<file path="src/rtl/cfg_word_pkg.sv">
// Purpose: shared constants and types for the converter config word decoder
// Assumes: 12-bit word shifted msb first, 16 clocks per transfer
// Notes:   field positions follow the config word layout
package cfg_word_pkg;
    localparam int WORD_W       = 12;
    localparam int FRAME_CLKS   = 16;
    localparam int BIT_WRITE    = 11;
    localparam int BIT_SEQ_HI   = 10;
    localparam int BIT_IGN_A    = 9;
    localparam int BIT_IGN_B    = 8;
    localparam int BIT_CHAN_HI  = 7;
    localparam int BIT_CHAN_LO  = 6;
    localparam int BIT_PWR_HI   = 5;
    localparam int BIT_PWR_LO   = 4;
    localparam int BIT_SEQ_LO   = 3;
    localparam int BIT_IGN_C    = 2;
    localparam int BIT_RANGE    = 1;
    localparam int BIT_CODING   = 0;
    localparam int MUX_EDGE     = 14;
    localparam int TAG_BITS     = 2;
    // config reset: normal power, channel 0, no sequencer, ref span, binary
    localparam logic [10:0] CFG_RESET = 11'h033;

    typedef enum logic [1:0] {
        PWR_INVALID  = 2'h0,
        PWR_AUTO     = 2'h1,
        PWR_FULL_OFF = 2'h2,
        PWR_NORMAL   = 2'h3
    } pwr_mode_t;

    typedef enum logic [1:0] {
        SEQ_OFF      = 2'h0,
        SEQ_KEEP     = 2'h1,
        SEQ_CONT     = 2'h2
    } seq_mode_t;

    // seq_mode_hi at 10 combined with seq_mode_lo at 3
    function automatic seq_mode_t seq_decode(input logic hi, input logic lo);
        if (!hi)
            return SEQ_OFF;
        else if (lo)
            return SEQ_CONT;
        else
            return SEQ_KEEP;
    endfunction
endpackage

</file>
<file path="src/rtl/link_if.sv">
`timescale 1ns/1ps
// Purpose: events of the serial frame passed from the shifter to the decoder
// Assumes: all signals on clk_sys_i
// Notes:   strobes are one-cycle pulses
interface link_if;
    logic        frame_start;
    logic        word_done;
    logic [11:0] word;
    logic        mux_edge;
    logic        frame_end;
    logic [4:0]  fall_cnt;
    modport shifter (output frame_start, word_done, word, mux_edge,
                     frame_end, fall_cnt);
    modport decoder (input frame_start, word_done, word, mux_edge,
                     frame_end, fall_cnt);
endinterface

</file>
<file path="src/rtl/serial_shifter.sv">
`timescale 1ns/1ps
// Purpose: synchronise select, clock and data pins and capture the word
// Assumes: serial clock far slower than clk_sys_i
// Notes:   data sampled on falling serial clock edges
module serial_shifter
    import cfg_word_pkg::*;
(
    input  wire logic  clk_sys_i,
    input  wire logic  nrst_i,
    input  wire logic  cs_n_i,
    input  wire logic  sclk_i,
    input  wire logic  din_i,
    output logic       sclk_fall_o,
    output logic       cs_active_o,
    link_if.shifter    lnk
);
    logic [1:0] cs_s_r, sclk_s_r, din_s_r;
    logic       sclk_d_r, cs_d_r;
    logic [4:0] cnt_r;
    logic [11:0] sh_r;
    logic        done_r;

    always_ff @(posedge clk_sys_i or negedge nrst_i) begin
        if (!nrst_i) begin
            cs_s_r   <= 2'h3;
            sclk_s_r <= 2'h3;
            din_s_r  <= 2'h0;
            sclk_d_r <= 1'b1;
            cs_d_r   <= 1'b1;
        end else begin
            cs_s_r   <= {cs_s_r[0], cs_n_i};
            sclk_s_r <= {sclk_s_r[0], sclk_i};
            din_s_r  <= {din_s_r[0], din_i};
            sclk_d_r <= sclk_s_r[1];
            cs_d_r   <= cs_s_r[1];
        end
    end

    wire cs_low = ~cs_s_r[1];
    wire fall   = cs_low & sclk_d_r & ~sclk_s_r[1];
    assign sclk_fall_o       = fall;
    assign cs_active_o       = cs_low;
    assign lnk.frame_start   = cs_d_r & cs_low;
    assign lnk.frame_end     = ~cs_d_r & ~cs_low;
    wire   [4:0] cnt_nxt     = cnt_r + 5'h01;
    // only the first twelve falling edges carry config bits
    wire   take = fall && (cnt_r < 5'(WORD_W));

    always_ff @(posedge clk_sys_i or negedge nrst_i) begin
        if (!nrst_i) begin
            cnt_r <= 5'h00;
            sh_r  <= 12'h000;
        end else if (lnk.frame_start) begin
            cnt_r <= 5'h00;
        end else if (fall && cnt_r != 5'h1F) begin
            cnt_r <= cnt_nxt;
            if (take)
                sh_r <= {sh_r[10:0], din_s_r[1]};
        end
    end

    assign lnk.word      = sh_r;
    assign lnk.fall_cnt  = cnt_r;
    // the twelfth bit lands in sh_r on this edge, so the word is whole
    // only one cycle later; flagging it earlier would lose the last bit
    always_ff @(posedge clk_sys_i or negedge nrst_i) begin
        if (!nrst_i)
            done_r <= 1'b0;
        else
            done_r <= take && cnt_nxt == 5'(WORD_W);
    end
    assign lnk.word_done = done_r;
    assign lnk.mux_edge  = fall && cnt_nxt == 5'(MUX_EDGE);

    property p_cnt_bound;
        @(posedge clk_sys_i) disable iff (!nrst_i)
        lnk.word_done |-> cnt_r == 5'(WORD_W);
    endproperty
    a_cnt_bound: assert property (p_cnt_bound)
        else $error("word done at wrong edge");
endmodule

</file>
<file path="src/rtl/cfg_decoder.sv">
`timescale 1ns/1ps
// Purpose: hold the config word and steer mux, power, range and coding
// Assumes: shifter provides frame events on clk_sys_i
// Notes:   the 12-bit result itself comes from the converter core
module cfg_decoder
    import cfg_word_pkg::*;
#(
    parameter int WAKE_NS   = 1000,
    parameter int CLK_MHZ   = 100
)
(
    input  wire logic        clk_sys_i,
    input  wire logic        nrst_i,
    input  wire logic        cs_n_i,
    input  wire logic        sclk_i,
    input  wire logic        din_i,
    input  wire logic [11:0] result_i,
    output logic             dout_o,
    output logic             dout_oe_o,
    output logic [1:0]       mux_chan_o,
    output logic             powered_o,
    output logic             ready_o,
    output logic             range_ref_o,
    output logic             coding_bin_o,
    output logic [1:0]       pwr_mode_o,
    output logic [1:0]       seq_mode_o,
    output logic             pwr_invalid_o
);
    localparam int WAKE_CYC = (WAKE_NS * CLK_MHZ + 999) / 1000;

    link_if lnk ();
    logic sclk_fall, cs_active;

    serial_shifter u_shift (
        .clk_sys_i  (clk_sys_i),
        .nrst_i     (nrst_i),
        .cs_n_i     (cs_n_i),
        .sclk_i     (sclk_i),
        .din_i      (din_i),
        .sclk_fall_o(sclk_fall),
        .cs_active_o(cs_active),
        .lnk        (lnk)
    );

    logic [10:0] cfg_r;
    logic [1:0]  chan_next_r;
    logic [1:0]  mux_r;
    logic [1:0]  tag_r;
    logic        seq_run_r;
    logic        pend_r;
    logic        upd_r;
    logic        off_r;
    logic [15:0] wake_r;
    logic        dout_r;
    logic [13:0] out_sh_r;

    wire       wr_en    = lnk.word[BIT_WRITE];
    wire [1:0] w_chan   = {lnk.word[BIT_CHAN_HI], lnk.word[BIT_CHAN_LO]};
    wire [1:0] w_pwr    = {lnk.word[BIT_PWR_HI], lnk.word[BIT_PWR_LO]};
    // ignored bits simply never reach the stored word
    wire [10:0] w_cfg   = {lnk.word[BIT_SEQ_HI], 2'h0,
                           lnk.word[BIT_CHAN_HI:BIT_SEQ_LO], 1'b0,
                           lnk.word[BIT_RANGE:BIT_CODING]};
    wire seq_mode_t smode = seq_decode(cfg_r[BIT_SEQ_HI],
                                       cfg_r[BIT_SEQ_LO]);
    wire [1:0] c_pwr    = {cfg_r[BIT_PWR_HI], cfg_r[BIT_PWR_LO]};
    wire [1:0] c_last   = {cfg_r[BIT_CHAN_HI], cfg_r[BIT_CHAN_LO]};
    wire       at_last  = mux_r == c_last;
    wire [1:0] seq_next = at_last ? 2'h0 : mux_r + 2'h1;

    // load one cycle after the twelfth edge, only when the write bit is set
    always_ff @(posedge clk_sys_i or negedge nrst_i) begin
        if (!nrst_i) begin
            cfg_r  <= CFG_RESET;
            pend_r <= 1'b0;
        end else if (lnk.word_done) begin
            pend_r <= wr_en;
            if (wr_en)
                cfg_r <= w_cfg;
        end else if (lnk.frame_start) begin
            pend_r <= 1'b0;
        end
    end

    // channel bits take effect at the end of the present conversion
    always_ff @(posedge clk_sys_i or negedge nrst_i) begin
        if (!nrst_i) begin
            chan_next_r <= 2'h0;
            seq_run_r   <= 1'b0;
        end else if (lnk.word_done && wr_en) begin
            chan_next_r <= w_chan;
            unique case (seq_decode(lnk.word[BIT_SEQ_HI],
                                    lnk.word[BIT_SEQ_LO]))
                SEQ_OFF:  seq_run_r <= 1'b0;
                SEQ_KEEP: seq_run_r <= seq_run_r;
                SEQ_CONT: seq_run_r <= 1'b1;
                default:  seq_run_r <= 1'b0;
            endcase
        end
    end

    logic seq_run_q;
    // a new sequence restarts at channel 0; running one steps up to the final channel, then wraps to 0
    wire [1:0] mux_nxt = (smode == SEQ_CONT && !seq_run_q) ? 2'h0 :
                         seq_run_r ? seq_next : chan_next_r;
    always_ff @(posedge clk_sys_i or negedge nrst_i) begin
        if (!nrst_i)
            seq_run_q <= 1'b0;
        else if (lnk.mux_edge)
            seq_run_q <= seq_run_r;
    end

    always_ff @(posedge clk_sys_i or negedge nrst_i) begin
        if (!nrst_i)
            mux_r <= 2'h0;
        else if (lnk.mux_edge)
            mux_r <= mux_nxt;
    end

    // power state: auto mode sleeps at frame end after an update
    always_ff @(posedge clk_sys_i or negedge nrst_i) begin
        if (!nrst_i) begin
            off_r <= 1'b0;
            upd_r <= 1'b0;
        end else begin
            if (lnk.word_done && wr_en)
                upd_r <= 1'b1;
            unique case (pwr_mode_t'(c_pwr))
                PWR_NORMAL:   off_r <= 1'b0;
                PWR_FULL_OFF: off_r <= 1'b1;
                PWR_AUTO: begin
                    if (lnk.frame_end && upd_r) begin
                        off_r <= 1'b1;
                        upd_r <= 1'b0;
                    end else if (lnk.frame_start) begin
                        off_r <= 1'b0;
                    end
                end
                PWR_INVALID:  off_r <= off_r;
            endcase
        end
    end

    // wake-up counter; ready shows when a valid conversion is possible
    always_ff @(posedge clk_sys_i or negedge nrst_i) begin
        if (!nrst_i)
            wake_r <= 16'h0000;
        else if (off_r)
            wake_r <= 16'(WAKE_CYC);
        else if (wake_r != 16'h0000)
            wake_r <= wake_r - 16'h0001;
    end

    // output frame: one leading zero, two tag bits, then twelve result bits
    always_ff @(posedge clk_sys_i or negedge nrst_i) begin
        if (!nrst_i) begin
            out_sh_r <= 14'h0000;
            tag_r    <= 2'h0;
            dout_r   <= 1'b0;
        end else if (lnk.frame_start) begin
            tag_r    <= mux_r;
            out_sh_r <= {mux_r, result_i};
            dout_r   <= 1'b0;
        end else if (sclk_fall) begin
            // fourteen shifts: tag then result, zeros after
            if (lnk.fall_cnt < 5'(MUX_EDGE)) begin
                dout_r   <= out_sh_r[13];
                out_sh_r <= {out_sh_r[12:0], 1'b0};
            end else begin
                dout_r   <= 1'b0;
            end
        end
    end

    assign dout_o        = dout_r;
    assign dout_oe_o     = cs_active;
    assign mux_chan_o    = mux_r;
    assign powered_o     = ~off_r;
    assign ready_o       = ~off_r && wake_r == 16'h0000;
    assign range_ref_o   = cfg_r[BIT_RANGE];
    assign coding_bin_o  = cfg_r[BIT_CODING];
    assign pwr_mode_o    = c_pwr;
    assign seq_mode_o    = smode;
    assign pwr_invalid_o = c_pwr == PWR_INVALID;

    property p_no_write_hold;
        @(posedge clk_sys_i) disable iff (!nrst_i)
        lnk.word_done && !wr_en |=> $stable(cfg_r);
    endproperty
    a_no_write_hold: assert property (p_no_write_hold)
        else $error("config changed without write bit");

    property p_write_load;
        @(posedge clk_sys_i) disable iff (!nrst_i)
        lnk.word_done && wr_en |=> range_ref_o == $past(lnk.word[1])
            && coding_bin_o == $past(lnk.word[0]);
    endproperty
    a_write_load: assert property (p_write_load)
        else $error("range or coding not loaded");

    property p_mux_only_edge;
        @(posedge clk_sys_i) disable iff (!nrst_i)
        !lnk.mux_edge |=> $stable(mux_r);
    endproperty
    a_mux_only_edge: assert property (p_mux_only_edge)
        else $error("mux moved off the fourteenth edge");

    property p_normal_on;
        @(posedge clk_sys_i) disable iff (!nrst_i)
        c_pwr == 2'h3 ##1 c_pwr == 2'h3 |-> powered_o;
    endproperty
    a_normal_on: assert property (p_normal_on)
        else $error("powered down in normal mode");

    property p_full_off;
        @(posedge clk_sys_i) disable iff (!nrst_i)
        c_pwr == 2'h2 ##1 c_pwr == 2'h2 |-> !powered_o;
    endproperty
    a_full_off: assert property (p_full_off)
        else $error("awake in full shutdown");

    property p_ignored;
        @(posedge clk_sys_i) disable iff (!nrst_i)
        cfg_r[9] == 1'b0 && cfg_r[8] == 1'b0 && cfg_r[2] == 1'b0;
    endproperty
    a_ignored: assert property (p_ignored)
        else $error("ignored bits stored");

    property p_chan_latch;
        @(posedge clk_sys_i) disable iff (!nrst_i)
        lnk.word_done && wr_en |=> chan_next_r == $past(w_chan);
    endproperty
    a_chan_latch: assert property (p_chan_latch)
        else $error("channel bits not latched");

    property p_tag;
        @(posedge clk_sys_i) disable iff (!nrst_i)
        lnk.frame_start |=> out_sh_r[13:12] == $past(mux_r);
    endproperty
    a_tag: assert property (p_tag)
        else $error("tag does not match channel");

    property p_auto_sleep;
        @(posedge clk_sys_i) disable iff (!nrst_i)
        c_pwr == 2'h1 && lnk.frame_end && upd_r |=> !powered_o;
    endproperty
    a_auto_sleep: assert property (p_auto_sleep)
        else $error("auto mode did not sleep after update");

    property p_upd_set;
        @(posedge clk_sys_i) disable iff (!nrst_i)
        lnk.word_done && wr_en |=> upd_r;
    endproperty
    a_upd_set: assert property (p_upd_set)
        else $error("update not noted");

    property p_invalid_keep;
        @(posedge clk_sys_i) disable iff (!nrst_i)
        c_pwr == 2'h0 |=> off_r == $past(off_r);
    endproperty
    a_invalid_keep: assert property (p_invalid_keep)
        else $error("invalid power bits changed power state");

    property p_wake_wait;
        @(posedge clk_sys_i) disable iff (!nrst_i)
        off_r ##1 !off_r |-> !ready_o;
    endproperty
    a_wake_wait: assert property (p_wake_wait)
        else $error("ready without wake-up time");

    property p_seq_start;
        @(posedge clk_sys_i) disable iff (!nrst_i)
        lnk.mux_edge && smode == SEQ_CONT && !seq_run_q |=> mux_r == 2'h0;
    endproperty
    a_seq_start: assert property (p_seq_start)
        else $error("sequence did not start at channel 0");

    property p_seq_off;
        @(posedge clk_sys_i) disable iff (!nrst_i)
        lnk.mux_edge && !seq_run_r |=> mux_r == $past(chan_next_r);
    endproperty
    a_seq_off: assert property (p_seq_off)
        else $error("mux not on written channel");

    property p_mux_count;
        @(posedge clk_sys_i) disable iff (!nrst_i)
        lnk.mux_edge |-> lnk.fall_cnt == 5'(MUX_EDGE - 1);
    endproperty
    a_mux_count: assert property (p_mux_count)
        else $error("mux edge not the fourteenth fall");

    property p_fmt_hold;
        @(posedge clk_sys_i) disable iff (!nrst_i)
        !lnk.word_done |=> $stable(coding_bin_o) && $stable(range_ref_o);
    endproperty
    a_fmt_hold: assert property (p_fmt_hold)
        else $error("range or coding moved without a word");
endmodule

</file>
<file path="config.mk">
export PLATFORM = sky130hd
export DESIGN_NAME = cfg_decoder
export DESIGN_NICKNAME = d
export VERILOG_FILES = /design/src/rtl/cfg_word_pkg.sv /design/src/rtl/link_if.sv /design/src/rtl/serial_shifter.sv /design/src/rtl/cfg_decoder.sv
export SDC_FILE = /design/constraint.sdc
export NUM_CORES = 1
export LEC_CHECK = 0
export BUFFER_PORTS_ARGS = -buffer_cell sky130_fd_sc_hd__buf_2
export CORE_MARGIN = 2
export CORE_UTILIZATION = 55
export DETAILED_ROUTE_END_ITERATION = 12
export GPL_TIMING_DRIVEN = 0
export PLACE_DENSITY = 0.71
export SLEW_MARGIN = 20
export SYNTH_ARGS = -nofsm -noshare
export SYNTH_HDL_FRONTEND = slang
export SYNTH_HIERARCHICAL = 1
export SYNTH_SLANG_ARGS = --single-unit
</file>
<file path="constraint.sdc">
create_clock -name clk_sys_i -period 7.7 [get_ports clk_sys_i]
set_clock_uncertainty 0.2 [all_clocks]
set_input_delay 1.54 -clock clk_sys_i [delete_from_list [all_inputs] [get_ports clk_sys_i]]
set_output_delay 1.54 -clock clk_sys_i [all_outputs]
set_load 0.1 [all_outputs]
</file>
==> Implementation_results.wiki <==
{| class="wikitable"
! Metric !! Value
|-
| Final Core Density || 0.653
|-
| Hold_sp || u_shift/din_s_r[0]$_DFF_PN0_
|-
| Nature of the critical path startpoint || flop
|-
| Total of buffers placed on input and output ports || 29
|-
| Routed wirelength normalized by instance count || 14.2 um
|-
| Minimum clock period || 4.14 ns
|-
| Avg Synthesized Cell Area || 11.4 um^2
|-
| Final setup violation count || 0
|-
| Reg2Reg Capture Point || mux_chan_o[0]$_DFFE_PN0P_
|-
| Worst Hold Margin || 0.156 ns
|-
| Count of filler cells inserted in the layout || 476
|-
| Worst Setup End Kind || output port
|-
| Worst-case hold path end point || u_shift/din_s_r[1]$_DFF_PN0_
|-
| Cell area power density || 204 nW/um^2
|-
| Clock transition at the registers of the reported paths || 0.08 ns
|-
| Fraction of registers with async set or reset after synthesis || 1.00
|-
| Buffer cell driving the clock tree root || clkbuf_8
|-
| Layout net count || 368
|-
| Count of standard-cell rows || 28
|-
| Number of synthesized register bits || 71
|-
| Proportion of netlist area held by the largest area contributor || 0.445
|-
| WP data arrival || 2.40 ns
|-
| Combined global-route utilization of all metal layers || 0.188
|-
| Register-to-Register Path Depth || 8
|-
| Sequential share of the synthesized area || 0.522
|-
| Register-to-register setup slack || 4.85 ns
|-
| Worst slew margin relative to its limit || 0.553
|-
| Number of antenna violations at the first check in global routing || 0
|-
| Number of routed nets with antenna violations || 0
|-
| Sum of overflow across all layers after global routing || 0
|-
| Share of cells above drive strength 1 || 0.273
|-
| TNS Setup || 0 ns
|-
| # clock sinks || 71
|-
| Post-synthesis cell type with the largest combined area || dfrtp_1
|-
| Synthesized Nets || 327
|-
| Clock insertion delay at the later pin of the skew report || 0.34 ns
|-
| Worst Tran Pin Value || 0.665 ns
|-
| Crit Path Category || flop to output port
|-
| Number of buffers inserted by post-CTS setup repair || 0
|-
| Effective utilization at floorplan || 0.572
|-
| Worst-path maximum fanout || 9
|-
| Global-route wire length before repair || 10400 um
|-
| Core Area || 5990 um^2
|-
| Leak || 1.97 nW
|-
| Relative area change from synthesis to final layout || 14.1%
|-
| I/O pin total || 30
|-
| Height of the chip || 83.0 um
|-
| Predominant post-synthesis flop cell || dfrtp_1
|-
| Peak VDD IR || 0.150 mV
|-
| Worst EP required || 5.96 ns
|-
| Clock buffer count from CTS || 9
|-
| Reg-to-Reg Start || u_shift/lnk.fall_cnt[0]$_DFFE_PN0P_
|-
| Die width || 83.0 um
|-
| CTS tree || done
|-
| Count of final max-slew check failures || 0
|-
| Routability congestion estimate from global placement || 0.770
|-
| DPL Wire Length || 4220 um
|-
| Run status || completed
|-
| Final Power || 0.000800 W
|-
| Number of remaining DRC errors || 0
|-
| Type of the tightest min-delay check || flop to flop
|-
| Starting DRC count in detailed routing || 146
|-
| Count of flip-flops with a built-in enable after synthesis || 0
|-
| Hold buffers post-CTS || 0
|-
| Yosys warnings || 6
|-
| Cell depth of the worst min-delay path || 0
|-
| Die Outline Area || 6880 um^2
|-
| Post-synthesis cell area || 3430 um^2
|-
| Upper clock frequency limit || 241 MHz
|-
| RSZ-0062 raised after global routing || no
|-
| Total via count after detailed routing || 2333
|-
| Final period utilization || 0.538
|-
| Final Hold Fails || 0
|-
| Max Cap Violations || 0
|-
| Distinct cell type count after synthesis || 59
|-
| Largest net degree at the start of global routing || 37
|-
| Deepest level of the CTS H-tree || 3
|-
| Area contributors post-synth || dfrtp_1, dfstp_2, mux2i_1
|-
| Number of antenna cells inserted || 0
|-
| Routed via count divided by cell count || 5.52
|-
| Number of optimization iterations in the first detailed-route pass || 4
|-
| Longest Clk Path Bufs || 2
|-
| Number of instances in the synthesized netlist || 302
|-
| Cts repair resizes || 0
|-
| Number of global-route vias before repair || 2211
|-
| Routed Wire Length || 6010 um
|}
==> where the power goes <==
part	total, W	internal [W]	switching, W
sequential	0.000416	0.000398	0.0000183
clock	0.000327	0.000190	0.000137
combinational	0.0000560	0.0000284	0.0000276
==> state kept, by name, indices dropped and copies added (netlist names), 2 cells and up <==
signal                cells
u_shift/lnk.fall_cnt      5
wake_r                   16
u_shift/lnk.word         12
u_shift/sclk_s_r          2
cfg_r                     7
u_shift/din_s_r           2
out_sh_r                 14
mux_chan_o                2
u_shift/cs_s_r            2
==> worst max-delay path: stages, from the launching register on <==
cell and delay [ns]:
dfrtp_1 0.42, or4_4 0.54, buf_6 0.15, nor2_2 0.29, nand2_1 0.14, nor2_1 0.10
buf_2 0.43
==> cell usage after synthesis (all sizes together) (8+ instances only) <==
library cell / n
a21oi: 14
dfrtp: 61
dfstp: 10
ha: 8
inv: 15
mux2: 22
mux2i: 16
nand2: 27
nor2: 13
o21ai: 23
==> stage by stage <==
stage               instance area [um^2]  worst slack (ns)  cells
floorplan                           3430              3.31    302
global placement                    3670              3.92    406
detailed placement                  3690              3.92    407
CTS                                 3910              3.54    423
global route                        3910              3.41    423
finish                              3910              3.56    423
==> placed cells by master (no fill, tap or decap), drive strengths merged, types with 2 or more instances in the layout <==
master / Yosys / layout
and3b: 2 / 2
buf: 7 / 37
nor3b: 3 / 3
dfstp: 10 / 10
clkinv: 0 / 4
nand2: 27 / 27
nor3: 3 / 3
o41ai: 2 / 2
a21boi: 2 / 2
xor2: 2 / 2
a31oi: 2 / 2
o31ai: 7 / 7
a22oi: 2 / 2
bufinv: 0 / 2
nor2: 13 / 13
a21oi: 14 / 14
nand3: 7 / 7
dfrtp: 61 / 61
ha: 8 / 8
a21o: 2 / 2
nor4: 3 / 3
mux2i: 16 / 16
or2: 3 / 3
or4: 2 / 2
and3: 3 / 3
nor4b: 2 / 2
or3: 6 / 6
mux2: 22 / 22
clkbuf: 5 / 15
nor2b: 7 / 7
o211ai: 2 / 2
a211oi: 2 / 2
inv: 15 / 15
o21ai: 23 / 23
==> kinds of logic (layout without fill, tap and decap cells) <==
logic type      after synthesis  in the layout  share of synthesized area
simple gates                 87             87                      0.144
flops                        71             71                      0.522
mux                          38             38                      0.130
xor+xnor                      2              2                    0.00511
fa+ha+maj                     8              8                     0.0292
buf+inv                      27             73                     0.0365
compound gates               69             69                      0.134
==> final cells by class <==
cell class,instances,area [um^2],area share
tap,75,93.8,0.0240
clock inverter,6,83.8,0.0214
buffer,12,68.8,0.0176
inverter,15,56.3,0.0144
multi-input combinational,204,1520,0.387
sequential,71,1790,0.457
clock buffer,10,138,0.0352
timing repair buffer,30,168,0.0429
==> worst max-delay path by stage <==
stage                            from      end
2_1_floorplan  wake_r[11]$_DFFE_PN0N_  ready_o
3_3_place_gp   wake_r[11]$_DFFE_PN0N_  ready_o
3_5_place_dp   wake_r[11]$_DFFE_PN0N_  ready_o
4_1_cts        wake_r[11]$_DFFE_PN0N_  ready_o
5_1_grt         wake_r[0]$_DFFE_PN0N_  ready_o
6_report       wake_r[11]$_DFFE_PN0N_  ready_o
==> per-layer routing <==
metal	track usage	share of wire	vias up
li1	-	-	1165
met5	0	0	-
met3	0.0547	0.040	12
met4	0.0849	0.019	0
met2	0.276	0.46	37
met1	0.258	0.49	1119
Note: power is estimated with default switching activity, not from simulation.
